===== src/rtl/ppc_pkg.sv =====
// package for the parameter protection and control method block
// assumes a single 20 MHz clock domain and a plain strobe register port
package ppc_pkg;
    // register addresses on the 16-bit parameter address bus
    localparam logic [15:0] PPC_ADDR_PWD_ENTRY  = 16'h0007;
    localparam logic [15:0] PPC_ADDR_PWD_SET    = 16'h8000;
    localparam logic [15:0] PPC_ADDR_CTRL_METH  = 16'h000A;
    localparam logic [15:0] PPC_ADDR_VEL_SCHEME = 16'h000B;
    localparam logic [15:0] PPC_ADDR_TRQ_SCHEME = 16'h000D;
    localparam logic [15:0] PPC_ADDR_MOTOR_TYPE = 16'h0521;
    localparam logic [15:0] PPC_ADDR_IRQ_STAT   = 16'hF000;
    localparam logic [15:0] PPC_ADDR_IRQ_MASK   = 16'hF001;
    localparam logic [15:0] PPC_ADDR_STATUS     = 16'hF002;
    // reset values
    localparam logic [15:0] PPC_RST_CTRL_METH   = 16'h0000;
    localparam logic [15:0] PPC_RST_VEL_SCHEME  = 16'h0000;
    localparam logic [15:0] PPC_RST_PWD         = 16'h0000;
    localparam logic [15:0] PPC_RST_TRQ_SCHEME  = 16'h0000;
    localparam logic [15:0] PPC_RST_MOTOR_TYPE  = 16'h0000;
    // encodings
    localparam logic [15:0] PPC_METH_VELOCITY   = 16'h0000;
    localparam logic [15:0] PPC_METH_TORQUE     = 16'h0002;
    localparam logic [15:0] PPC_VEL_SVC         = 16'h0002;
    localparam logic [15:0] PPC_VEL_MAX_LOW     = 16'h0005;
    localparam logic [15:0] PPC_VEL_IPM         = 16'h0007;
    localparam logic [15:0] PPC_MOTOR_PM_MAX    = 16'h0002;
    localparam logic [15:0] PPC_RESET_CODE      = 16'h270F; // 9999
    localparam logic [2:0]  PPC_MAX_FAILS       = 3'h4;
    // irq status bit positions
    localparam int PPC_IRQ_FAIL    = 0;
    localparam int PPC_IRQ_LOCK    = 1;
    localparam int PPC_IRQ_UNLOCK  = 2;
    localparam int PPC_IRQ_FACTORY = 3;
    localparam int PPC_IRQ_W       = 4;
    // timing
    localparam longint PPC_CLK_HZ        = 20000000;
    localparam longint PPC_RESET_WIN_S   = 10;
    localparam longint PPC_RESET_WIN_CYC = PPC_RESET_WIN_S * PPC_CLK_HZ;
    localparam longint PPC_FLASH_MS      = 250;
    localparam longint PPC_FLASH_CYC     = PPC_FLASH_MS * PPC_CLK_HZ / 1000;

    // bus request bundle
    typedef struct packed {
        logic [15:0] addr;
        logic [15:0] wdata;
        logic        wr;
        logic        rd;
    } ppc_req_t;

    // decoded control state shown to the drive core
    typedef struct packed {
        logic        velocity_active;
        logic        torque_active;
        logic [2:0]  vel_scheme;
        logic [1:0]  trq_scheme;
        logic        motor_is_pm;
    } ppc_mode_t;
endpackage


===== src/rtl/ppc_param_protect.sv =====
// parameter protection, lockout, factory reset and control mode registers
// assumes a synchronous master on mclk driving one-cycle strobes
//
// Contract
// - each wrong password increments shown fail count
// - fourth wrong password locks keypad, flashing indication
// - lockout refuses attempts until reboot
// - reset code twice within window restores defaults
// - setting reads one protected, zero otherwise
// - correct password lifts protection, setting reads zero
// - temporary unlock rearms at reboot (here reboot also clears the stored password, so protection stays off)
// - writing zero to setting disables protection permanently
// - copy allowed only while protection inactive
// - stored password never offered to copy
// - control method: velocity zero, torque two
// - velocity scheme accepts 0..5 and 7
// - velocity scheme applies only under velocity method
// - svc motor type: zero induction, one/two pm
// - protected reads return zero except setting
// - entries compared against stored password
`timescale 1ns/1ps
module ppc_param_protect
    import ppc_pkg::*;
#(
    parameter longint RESET_WIN_CYC = PPC_RESET_WIN_CYC,
    parameter longint FLASH_CYC     = PPC_FLASH_CYC
) (
    input  wire logic        mclk,
    input  wire logic        resetn,
    input  wire logic [15:0] reg_addr,
    input  wire logic [15:0] reg_wdata,
    input  wire logic        reg_wr,
    input  wire logic        reg_rd,
    output logic      [15:0] reg_rdata,
    output logic      [1:0]  fail_count,
    output logic             keypad_locked,
    output logic             lock_flash,
    output logic             copy_allowed,
    output logic             factory_reset,
    output ppc_mode_t        mode,
    output logic             irq
);
    // bundle the bus inputs
    ppc_req_t req;
    assign req = '{addr: reg_addr, wdata: reg_wdata, wr: reg_wr, rd: reg_rd};

    // address match helper, used by write and read decode
    function automatic logic hit(input logic [15:0] a, input logic [15:0] b);
        return a == b;
    endfunction

    // stored state
    logic [15:0] pwd_q,  pwd_d;        // stored password, zero means none
    logic        perm_q, perm_d;       // protection disabled permanently
    logic        unl_q,  unl_d;        // unlocked by entry, this boot only
    logic [2:0]  fails_q, fails_d;     // wrong entries since reboot
    logic        first9_q, first9_d;   // first reset code seen
    logic [31:0] win_q,  win_d;        // reset window countdown
    logic [15:0] meth_q, meth_d;       // control method
    logic [15:0] vel_q,  vel_d;        // velocity scheme
    logic [15:0] trq_q,  trq_d;        // torque scheme
    logic [15:0] mot_q,  mot_d;        // motor type
    logic [PPC_IRQ_W-1:0] ist_q, ist_d; // sticky events
    logic [PPC_IRQ_W-1:0] imsk_q;      // event mask
    logic [31:0] flc_q;                // flash divider
    logic        fl_q;                 // flash phase
    logic [15:0] rdata_q;
    logic        frst_q;

    // protection state decode
    wire protected_now = (pwd_q != 16'h0000) && !perm_q && !unl_q;
    wire locked        = fails_q >= PPC_MAX_FAILS;

    // write decode
    wire wr_entry = req.wr && hit(req.addr, PPC_ADDR_PWD_ENTRY);
    // only the entry parameter is writable while protected
    wire wr_ok    = req.wr && !protected_now;
    wire wr_set   = wr_ok && hit(req.addr, PPC_ADDR_PWD_SET);
    wire wr_meth  = wr_ok && hit(req.addr, PPC_ADDR_CTRL_METH);
    wire wr_vel   = wr_ok && hit(req.addr, PPC_ADDR_VEL_SCHEME);
    wire wr_trq   = wr_ok && hit(req.addr, PPC_ADDR_TRQ_SCHEME);
    wire wr_mot   = wr_ok && hit(req.addr, PPC_ADDR_MOTOR_TYPE);
    wire wr_ist   = wr_ok && hit(req.addr, PPC_ADDR_IRQ_STAT);
    wire wr_imsk  = wr_ok && hit(req.addr, PPC_ADDR_IRQ_MASK);

    // entry classification; a locked keypad takes no attempt
    wire entry_live = wr_entry && !locked;
    wire is_code    = req.wdata == PPC_RESET_CODE;
    wire win_open   = win_q != 32'h0;
    wire do_factory = entry_live && is_code && first9_q && win_open;
    wire pwd_match  = req.wdata == pwd_q;
    wire ent_good   = entry_live && protected_now && pwd_match;
    // reset code is not counted as a wrong guess
    wire ent_bad    = entry_live && protected_now && !pwd_match && !is_code;

    // value legality checks
    wire meth_legal = (req.wdata == PPC_METH_VELOCITY) ||
                      (req.wdata == PPC_METH_TORQUE);
    wire vel_legal  = (req.wdata <= PPC_VEL_MAX_LOW) ||
                      (req.wdata == PPC_VEL_IPM);
    wire mot_legal  = req.wdata <= PPC_MOTOR_PM_MAX;

    // next state for protection
    always_comb begin
        pwd_d    = pwd_q;
        perm_d   = perm_q;
        unl_d    = unl_q;
        fails_d  = fails_q;
        first9_d = first9_q;
        win_d    = win_open ? win_q - 32'h1 : win_q;
        if (ent_bad) begin
            fails_d = fails_q + 3'h1;
        end
        if (ent_good) begin
            unl_d = 1'b1;
        end
        if (entry_live && is_code && !do_factory) begin
            first9_d = 1'b1;
            win_d    = RESET_WIN_CYC[31:0];
        end else if (entry_live && !is_code) begin
            first9_d = 1'b0;                 // other entry breaks pair
        end else if (!win_open) begin
            first9_d = 1'b0;
        end
        if (wr_set) begin
            if (req.wdata == 16'h0000) begin
                perm_d = 1'b1;
                pwd_d  = 16'h0000;
            end else begin
                pwd_d  = req.wdata;
                perm_d = 1'b0;
                unl_d  = 1'b0;
            end
        end
        if (do_factory) begin
            pwd_d    = PPC_RST_PWD;
            perm_d   = 1'b0;
            unl_d    = 1'b0;
            fails_d  = 3'h0;
            first9_d = 1'b0;
            win_d    = 32'h0;
        end
    end

    // next state for mode registers, illegal method, velocity and motor codes ignored; torque scheme taken unchecked
    always_comb begin
        meth_d = wr_meth && meth_legal ? req.wdata : meth_q;
        vel_d  = wr_vel && vel_legal ? req.wdata : vel_q;
        trq_d  = wr_trq ? req.wdata : trq_q;
        mot_d  = wr_mot && mot_legal ? req.wdata : mot_q;
        if (do_factory) begin
            meth_d = PPC_RST_CTRL_METH;
            vel_d  = PPC_RST_VEL_SCHEME;
            trq_d  = PPC_RST_TRQ_SCHEME;
            mot_d  = PPC_RST_MOTOR_TYPE;
        end
    end

    // event sticky bits: set beats write-one-clear
    wire [PPC_IRQ_W-1:0] ev;
    assign ev[PPC_IRQ_FAIL]    = ent_bad;
    assign ev[PPC_IRQ_LOCK]    = ent_bad && (fails_q == PPC_MAX_FAILS - 3'h1);
    assign ev[PPC_IRQ_UNLOCK]  = ent_good;
    assign ev[PPC_IRQ_FACTORY] = do_factory;
    always_comb begin
        ist_d = ist_q;
        if (wr_ist) begin
            ist_d = ist_q & ~req.wdata[PPC_IRQ_W-1:0];
        end
        ist_d = ist_d | ev;
    end

    // read mux; reboot (resetn) clears the temporary unlock
    wire [15:0] set_view = {15'h0, protected_now};
    wire [15:0] sta_view = {11'h0, copy_allowed, fl_q, locked, fails_q[1:0]};
    logic [15:0] rd_mux;
    always_comb begin
        rd_mux = 16'h0000;
        if (hit(req.addr, PPC_ADDR_PWD_SET)) begin
            rd_mux = set_view;           // password itself is never read
        end else if (protected_now) begin
            rd_mux = 16'h0000;
        end else if (hit(req.addr, PPC_ADDR_CTRL_METH)) begin
            rd_mux = meth_q;
        end else if (hit(req.addr, PPC_ADDR_VEL_SCHEME)) begin
            rd_mux = vel_q;
        end else if (hit(req.addr, PPC_ADDR_TRQ_SCHEME)) begin
            rd_mux = trq_q;
        end else if (hit(req.addr, PPC_ADDR_MOTOR_TYPE)) begin
            rd_mux = mot_q;
        end else if (hit(req.addr, PPC_ADDR_IRQ_STAT)) begin
            rd_mux = {12'h0, ist_q};
        end else if (hit(req.addr, PPC_ADDR_IRQ_MASK)) begin
            rd_mux = {12'h0, imsk_q};
        end else if (hit(req.addr, PPC_ADDR_STATUS)) begin
            rd_mux = sta_view;
        end
    end

    // mode decode for the drive core, taken from next values so that a
    // write shows on the mode output one cycle after its strobe
    ppc_mode_t mode_d;
    always_comb begin
        mode_d.velocity_active = meth_d == PPC_METH_VELOCITY;
        mode_d.torque_active   = meth_d == PPC_METH_TORQUE;
        // velocity scheme held at zero unless velocity method selected
        mode_d.vel_scheme  = mode_d.velocity_active ?
                             vel_d[2:0] : 3'h0;
        mode_d.trq_scheme  = mode_d.torque_active ? trq_d[1:0] : 2'h0;
        mode_d.motor_is_pm = mode_d.velocity_active &&
                             (vel_d == PPC_VEL_SVC) &&
                             (mot_d != 16'h0000);
    end

    // state registers; reboot clears temporary unlock, fails and the stored password
    always_ff @(posedge mclk or negedge resetn) begin
        if (!resetn) begin
            pwd_q    <= PPC_RST_PWD;
            perm_q   <= 1'b0;
            unl_q    <= 1'b0;
            fails_q  <= 3'h0;
            first9_q <= 1'b0;
            win_q    <= 32'h0;
        end else begin
            pwd_q    <= pwd_d;
            perm_q   <= perm_d;
            unl_q    <= unl_d;
            fails_q  <= fails_d;
            first9_q <= first9_d;
            win_q    <= win_d;
        end
    end

    // mode and interrupt registers
    always_ff @(posedge mclk or negedge resetn) begin
        if (!resetn) begin
            meth_q <= PPC_RST_CTRL_METH;
            vel_q  <= PPC_RST_VEL_SCHEME;
            trq_q  <= PPC_RST_TRQ_SCHEME;
            mot_q  <= PPC_RST_MOTOR_TYPE;
            ist_q  <= '0;
            imsk_q <= '0;
        end else begin
            meth_q <= meth_d;
            vel_q  <= vel_d;
            trq_q  <= trq_d;
            mot_q  <= mot_d;
            ist_q  <= ist_d;
            if (wr_imsk) begin
                imsk_q <= req.wdata[PPC_IRQ_W-1:0];
            end
        end
    end

    // lockout flash divider runs only while locked
    always_ff @(posedge mclk or negedge resetn) begin
        if (!resetn) begin
            flc_q <= 32'h0;
            fl_q  <= 1'b0;
        end else if (!locked) begin
            flc_q <= 32'h0;
            fl_q  <= 1'b0;
        end else if (flc_q >= FLASH_CYC[31:0] - 32'h1) begin
            flc_q <= 32'h0;
            fl_q  <= ~fl_q;
        end else begin
            flc_q <= flc_q + 32'h1;
        end
    end

    // registered outputs
    always_ff @(posedge mclk or negedge resetn) begin
        if (!resetn) begin
            rdata_q       <= 16'h0000;
            fail_count    <= 2'h0;
            keypad_locked <= 1'b0;
            lock_flash    <= 1'b0;
            copy_allowed  <= 1'b1;
            frst_q        <= 1'b0;
            mode          <= '0;
            irq           <= 1'b0;
        end else begin
            rdata_q       <= req.rd ? rd_mux : 16'h0000;
            // count shows 1..3; fourth is shown as lockout
            fail_count    <= fails_d[1:0];
            keypad_locked <= fails_d >= PPC_MAX_FAILS;
            lock_flash    <= fl_q;
            // copy never carries the password (no path to pwd_q)
            copy_allowed  <= !((pwd_d != 16'h0000) && !perm_d
                               && !unl_d);
            frst_q        <= do_factory;
            mode          <= mode_d;
            irq           <= |(ist_d & imsk_q);
        end
    end

    assign reg_rdata     = rdata_q;
    assign factory_reset = frst_q;
endmodule


===== config.mk =====
export PLATFORM = sky130hd
export DESIGN_NAME = ppc_param_protect
export DESIGN_NICKNAME = d
export VERILOG_FILES = /design/src/rtl/ppc_pkg.sv /design/src/rtl/ppc_param_protect.sv
export SDC_FILE = /design/constraint.sdc
export NUM_CORES = 1
export LEC_CHECK = 0
export BUFFER_PORTS_ARGS = -buffer_cell sky130_fd_sc_hd__buf_2
export CAP_MARGIN = 20
export CORE_ASPECT_RATIO = 0.75
export CORE_MARGIN = 2
export CORE_UTILIZATION = 30
export CTS_CLUSTER_SIZE = 10
export DETAILED_ROUTE_END_ITERATION = 8
export PLACE_DENSITY = 0.46
export RECOVER_POWER = 50
export SLEW_MARGIN = 15
export SYNTH_ARGS = -nofsm -noshare
export SYNTH_HDL_FRONTEND = slang
export SYNTH_SLANG_ARGS = --single-unit
export TNS_END_PERCENT = 10

===== constraint.sdc =====
create_clock -name mclk -period 4.45 [get_ports mclk]
set_input_delay 1.335 -clock mclk [delete_from_list [all_inputs] [get_ports mclk]]
set_output_delay 1.335 -clock mclk [all_outputs]
set_load 0.01 [all_outputs]

==> flow_metrics.tcl <==
set metrics [dict create \
    num_vias 6761 \
    rows 53 \
    vdd_ir_drop_max_mv 0.2549 \
    hpwl_um 18030 \
    nets 962 \
    wl_um 25020 \
    grt_max_degree 77 \
    synthFlopType "dfrtp_1" \
    drive_gt1_share_pct 15.54 \
    post-synth-top-count-cell "dfrtp_1" \
    synth-async-reset-ratio_pct 100.0 \
    synth_edf_count 0 \
    cp_cell_sequence "clkbuf_2 -> clkbuf_1" \
    cp_slowest_cell "clkbuf_2" \
    yosys-top-cells-area "dfrtp_1 (53%), xnor2_1 (4.3%), nand2_1 (3.5%)" \
    insertion_delay_ns 0.45 \
    grt_first_pass_wirelength_um 39470 \
    ctsHoldBuffers 0 \
    die_y_um 151.5 \
    critPathBufInv 2 \
    slowest_delay_ns 1.40 \
    synth.top_cell.area_share_pct 53.49 \
    violations "capacitance limit, slew limit" \
    p_per_area_mw_per_mm2 327.2 \
    place.port_buffers 66 \
    root_buffer "clkbuf_16" \
    worstSetupEndpointType "async pin" \
    tritoncts "done" \
    crit_family "buffers and inverters" \
    max_slew.worst_pin.slew_ns 2.031 \
    place.gp.congestion 0.8757 \
    drt_pass1_iterations 6 \
    slew_viol_final 76 \
    synth_commonest_cells "dfrtp_1 (186), nand2_1 (82), nor2_1 (77), a21oi_1 (44), xnor2_1 (43)" \
    status "complete, but fails checks" \
    diodes 0 \
    synth_top_area_cell "dfrtp_1" \
    syn2layout_area_growth_pct 16.89 \
    ant_nets 0 \
    cp_data_arrival_time_ns 3.91 \
    drc 0 \
    cts_setup_buffers 0 \
    cellLeakagePower_nw 4.217 \
    avgSynthCellArea_um2 10.43 \
    relSlewSlack_pct -35.40 \
    power_w 0.003329 \
    io-pin-count 67 \
    cts_buffer_depth 2 \
    h-tree-depth 4 \
    skew_ns 0.01049 \
    drv_cap 1 \
    period_share_pct 80.42 \
    cts_resized 0 \
    drt_iter0_drc 562 \
    netlist_area_mm2 0.008702 \
    worstPathMaxFanout 76 \
    numCtsBuffers 17 \
    clkTransAtPathRegs_ns 0.07 \
    wl_per_cell_um 18.98 \
    finalSetupViolCount 0 \
    die_x_um 200.7 \
    grt_antenna_before_repair 0 \
    hold_path_class "register to register" \
    fin_crit_ns 3.579 \
    fp.coreArea_mm2 0.02825 \
    yosys_warnings 0 \
    hold_violations 0 \
    grt_usage_pct 17.27 \
    crit_type "input pin to async pin" \
    crit_required_ns 4.78 \
    ys_ff_latch 187 \
    grt-ovfl-total 0 \
    fin_setup_tns_ns 0 \
    initial_utilization_pct 30.80 \
    clock-sinks 187 \
    grt_pass1_vias 6403 \
    ys_types 71 \
    vias_per_cell 5.130 \
    max_freq_ghz 0.2794 \
    ys_seq_area_share_pct 53.79 \
    dieArea_mm2 0.03040 \
    rsz0062_at_grt "false" \
    synthCells 834 \
    cp-start-kind "input pin" \
]
## registers in the layout, summed over array words and instances (netlist names), 2 cells and up
register and cells:
imsk_q 4, vel_q 16, fails_q 2, mot_q 16, trq_q 16, pwd_q 16, meth_q 16, mode 8
ist_q 4, win_q 32, flc_q 32, reg_rdata 16
## power by group
group	internal, W	total (W)	switching (W)
Combinational	0.0000290	0.000116	0.0000873
Clock	0.000784	0.00151	0.000722
Sequential	0.00170	0.00171	0.00000279
## kinds of logic (layout without fill, tap and decap cells)
group           after synthesis  in the layout  share of synthesized area [%]
simple gates                384            384                          24.37
xor+xnor                     60             60                          6.039
mux                          14             14                          1.682
buf+inv                      48            139                          2.229
flops                       187            187                          53.79
other cells                   1              9                        0.04309
compound gates              134            134                          10.99
fa+ha+maj                     6              6                         0.8627
## placed cells by master (no fill, tap or decap), types with 13 or more instances in the layout
cell type	n
dfrtp_1	186
nand2_1	82
nor2_1	77
buf_2	55
a21oi_1	44
xnor2_1	43
nor4_1	37
and2_1	29
nand3_1	26
nor3_1	21
buf_4	21
and3_1	19
xor2_1	17
clkbuf_16	17
inv_1	16
nand4_1	16
or3_1	14
a222oi_1	14
clkbuf_1	13
## worst register-to-register path, cell delays in order (launching register included)
cell and delay, ns:
dfrtp_1 0.43, or4_1 0.75, nor4_4 0.41, nand2_2 0.29, nand3_2 0.17, inv_2 0.04
buf_4 0.21, a41oi_2 0.63, and2_1 0.23
## stage by stage
| stage | hold slack [ns] | util, % | instance area [µm²] | setup slack (ns) | std cells |
|---|---|---|---|---|---|
| floorplan | 0.3921 | - | 8732 | 1.019 | 842 |
| global placement | 0.4559 | 34.11 | 9637 | 0.3985 | 1286 |
| detailed placement | 0.4648 | 34.11 | 9637 | 0.4308 | 1286 |
| CTS | 0.4843 | 36.11 | 10200 | 0.9111 | 1318 |
| global route | 0.4981 | 36.01 | 10170 | 0.3700 | 1318 |
| finish | 0.4646 | 36.01 | 10170 | 0.8713 | 1318 |
## worst paths after layout
| path | start | depth (start not counted) | slack, ns | end |
|---|---|---|---|---|
| max in group mclk | reg_addr[9] | 7 | 0.90 | vel_q[15]$_DFF_PN0_ |
| min in group asynchronous | resetn | 1 | 1.44 | win_q[31]$_DFFE_PN0P_ |
| setup reg to reg | win_q[8]$_DFFE_PN0P_ | 8 | 1.23 | meth_q[12]$_DFF_PN0_ |
| setup / recovery | resetn | 2 | 0.87 | pwd_q[10]$_DFF_PN0_ |
| hold / removal | fl_q$_DFFE_PN0P_ | 0 | 0.46 | lock_flash$_DFF_PN0_ |
| hold reg to reg | fl_q$_DFFE_PN0P_ | 0 | 0.46 | lock_flash$_DFF_PN0_ |
## cell type report
type / count / area [µm²]
clock inverter: 14 / 135.1
timing repair buffer: 90 / 503.0
tap: 385 / 481.7
multi-input combinational: 607 / 3879
fill: 2905 / 18080
clock buffer: 18 / 429.2
inverter: 17 / 63.81
sequential: 187 / 4681
## metal layers
metal  GRT usage [%]  vias to the layer above  share of wire [%]
met5               0                        -                  0
met4           3.963                        0               0.85
met3           4.790                       20                5.4
met2           21.30                      160                 38
met1           28.37                     3360                 56
li1                -                     3221                  -
Power figures use the tool's default switching activity.
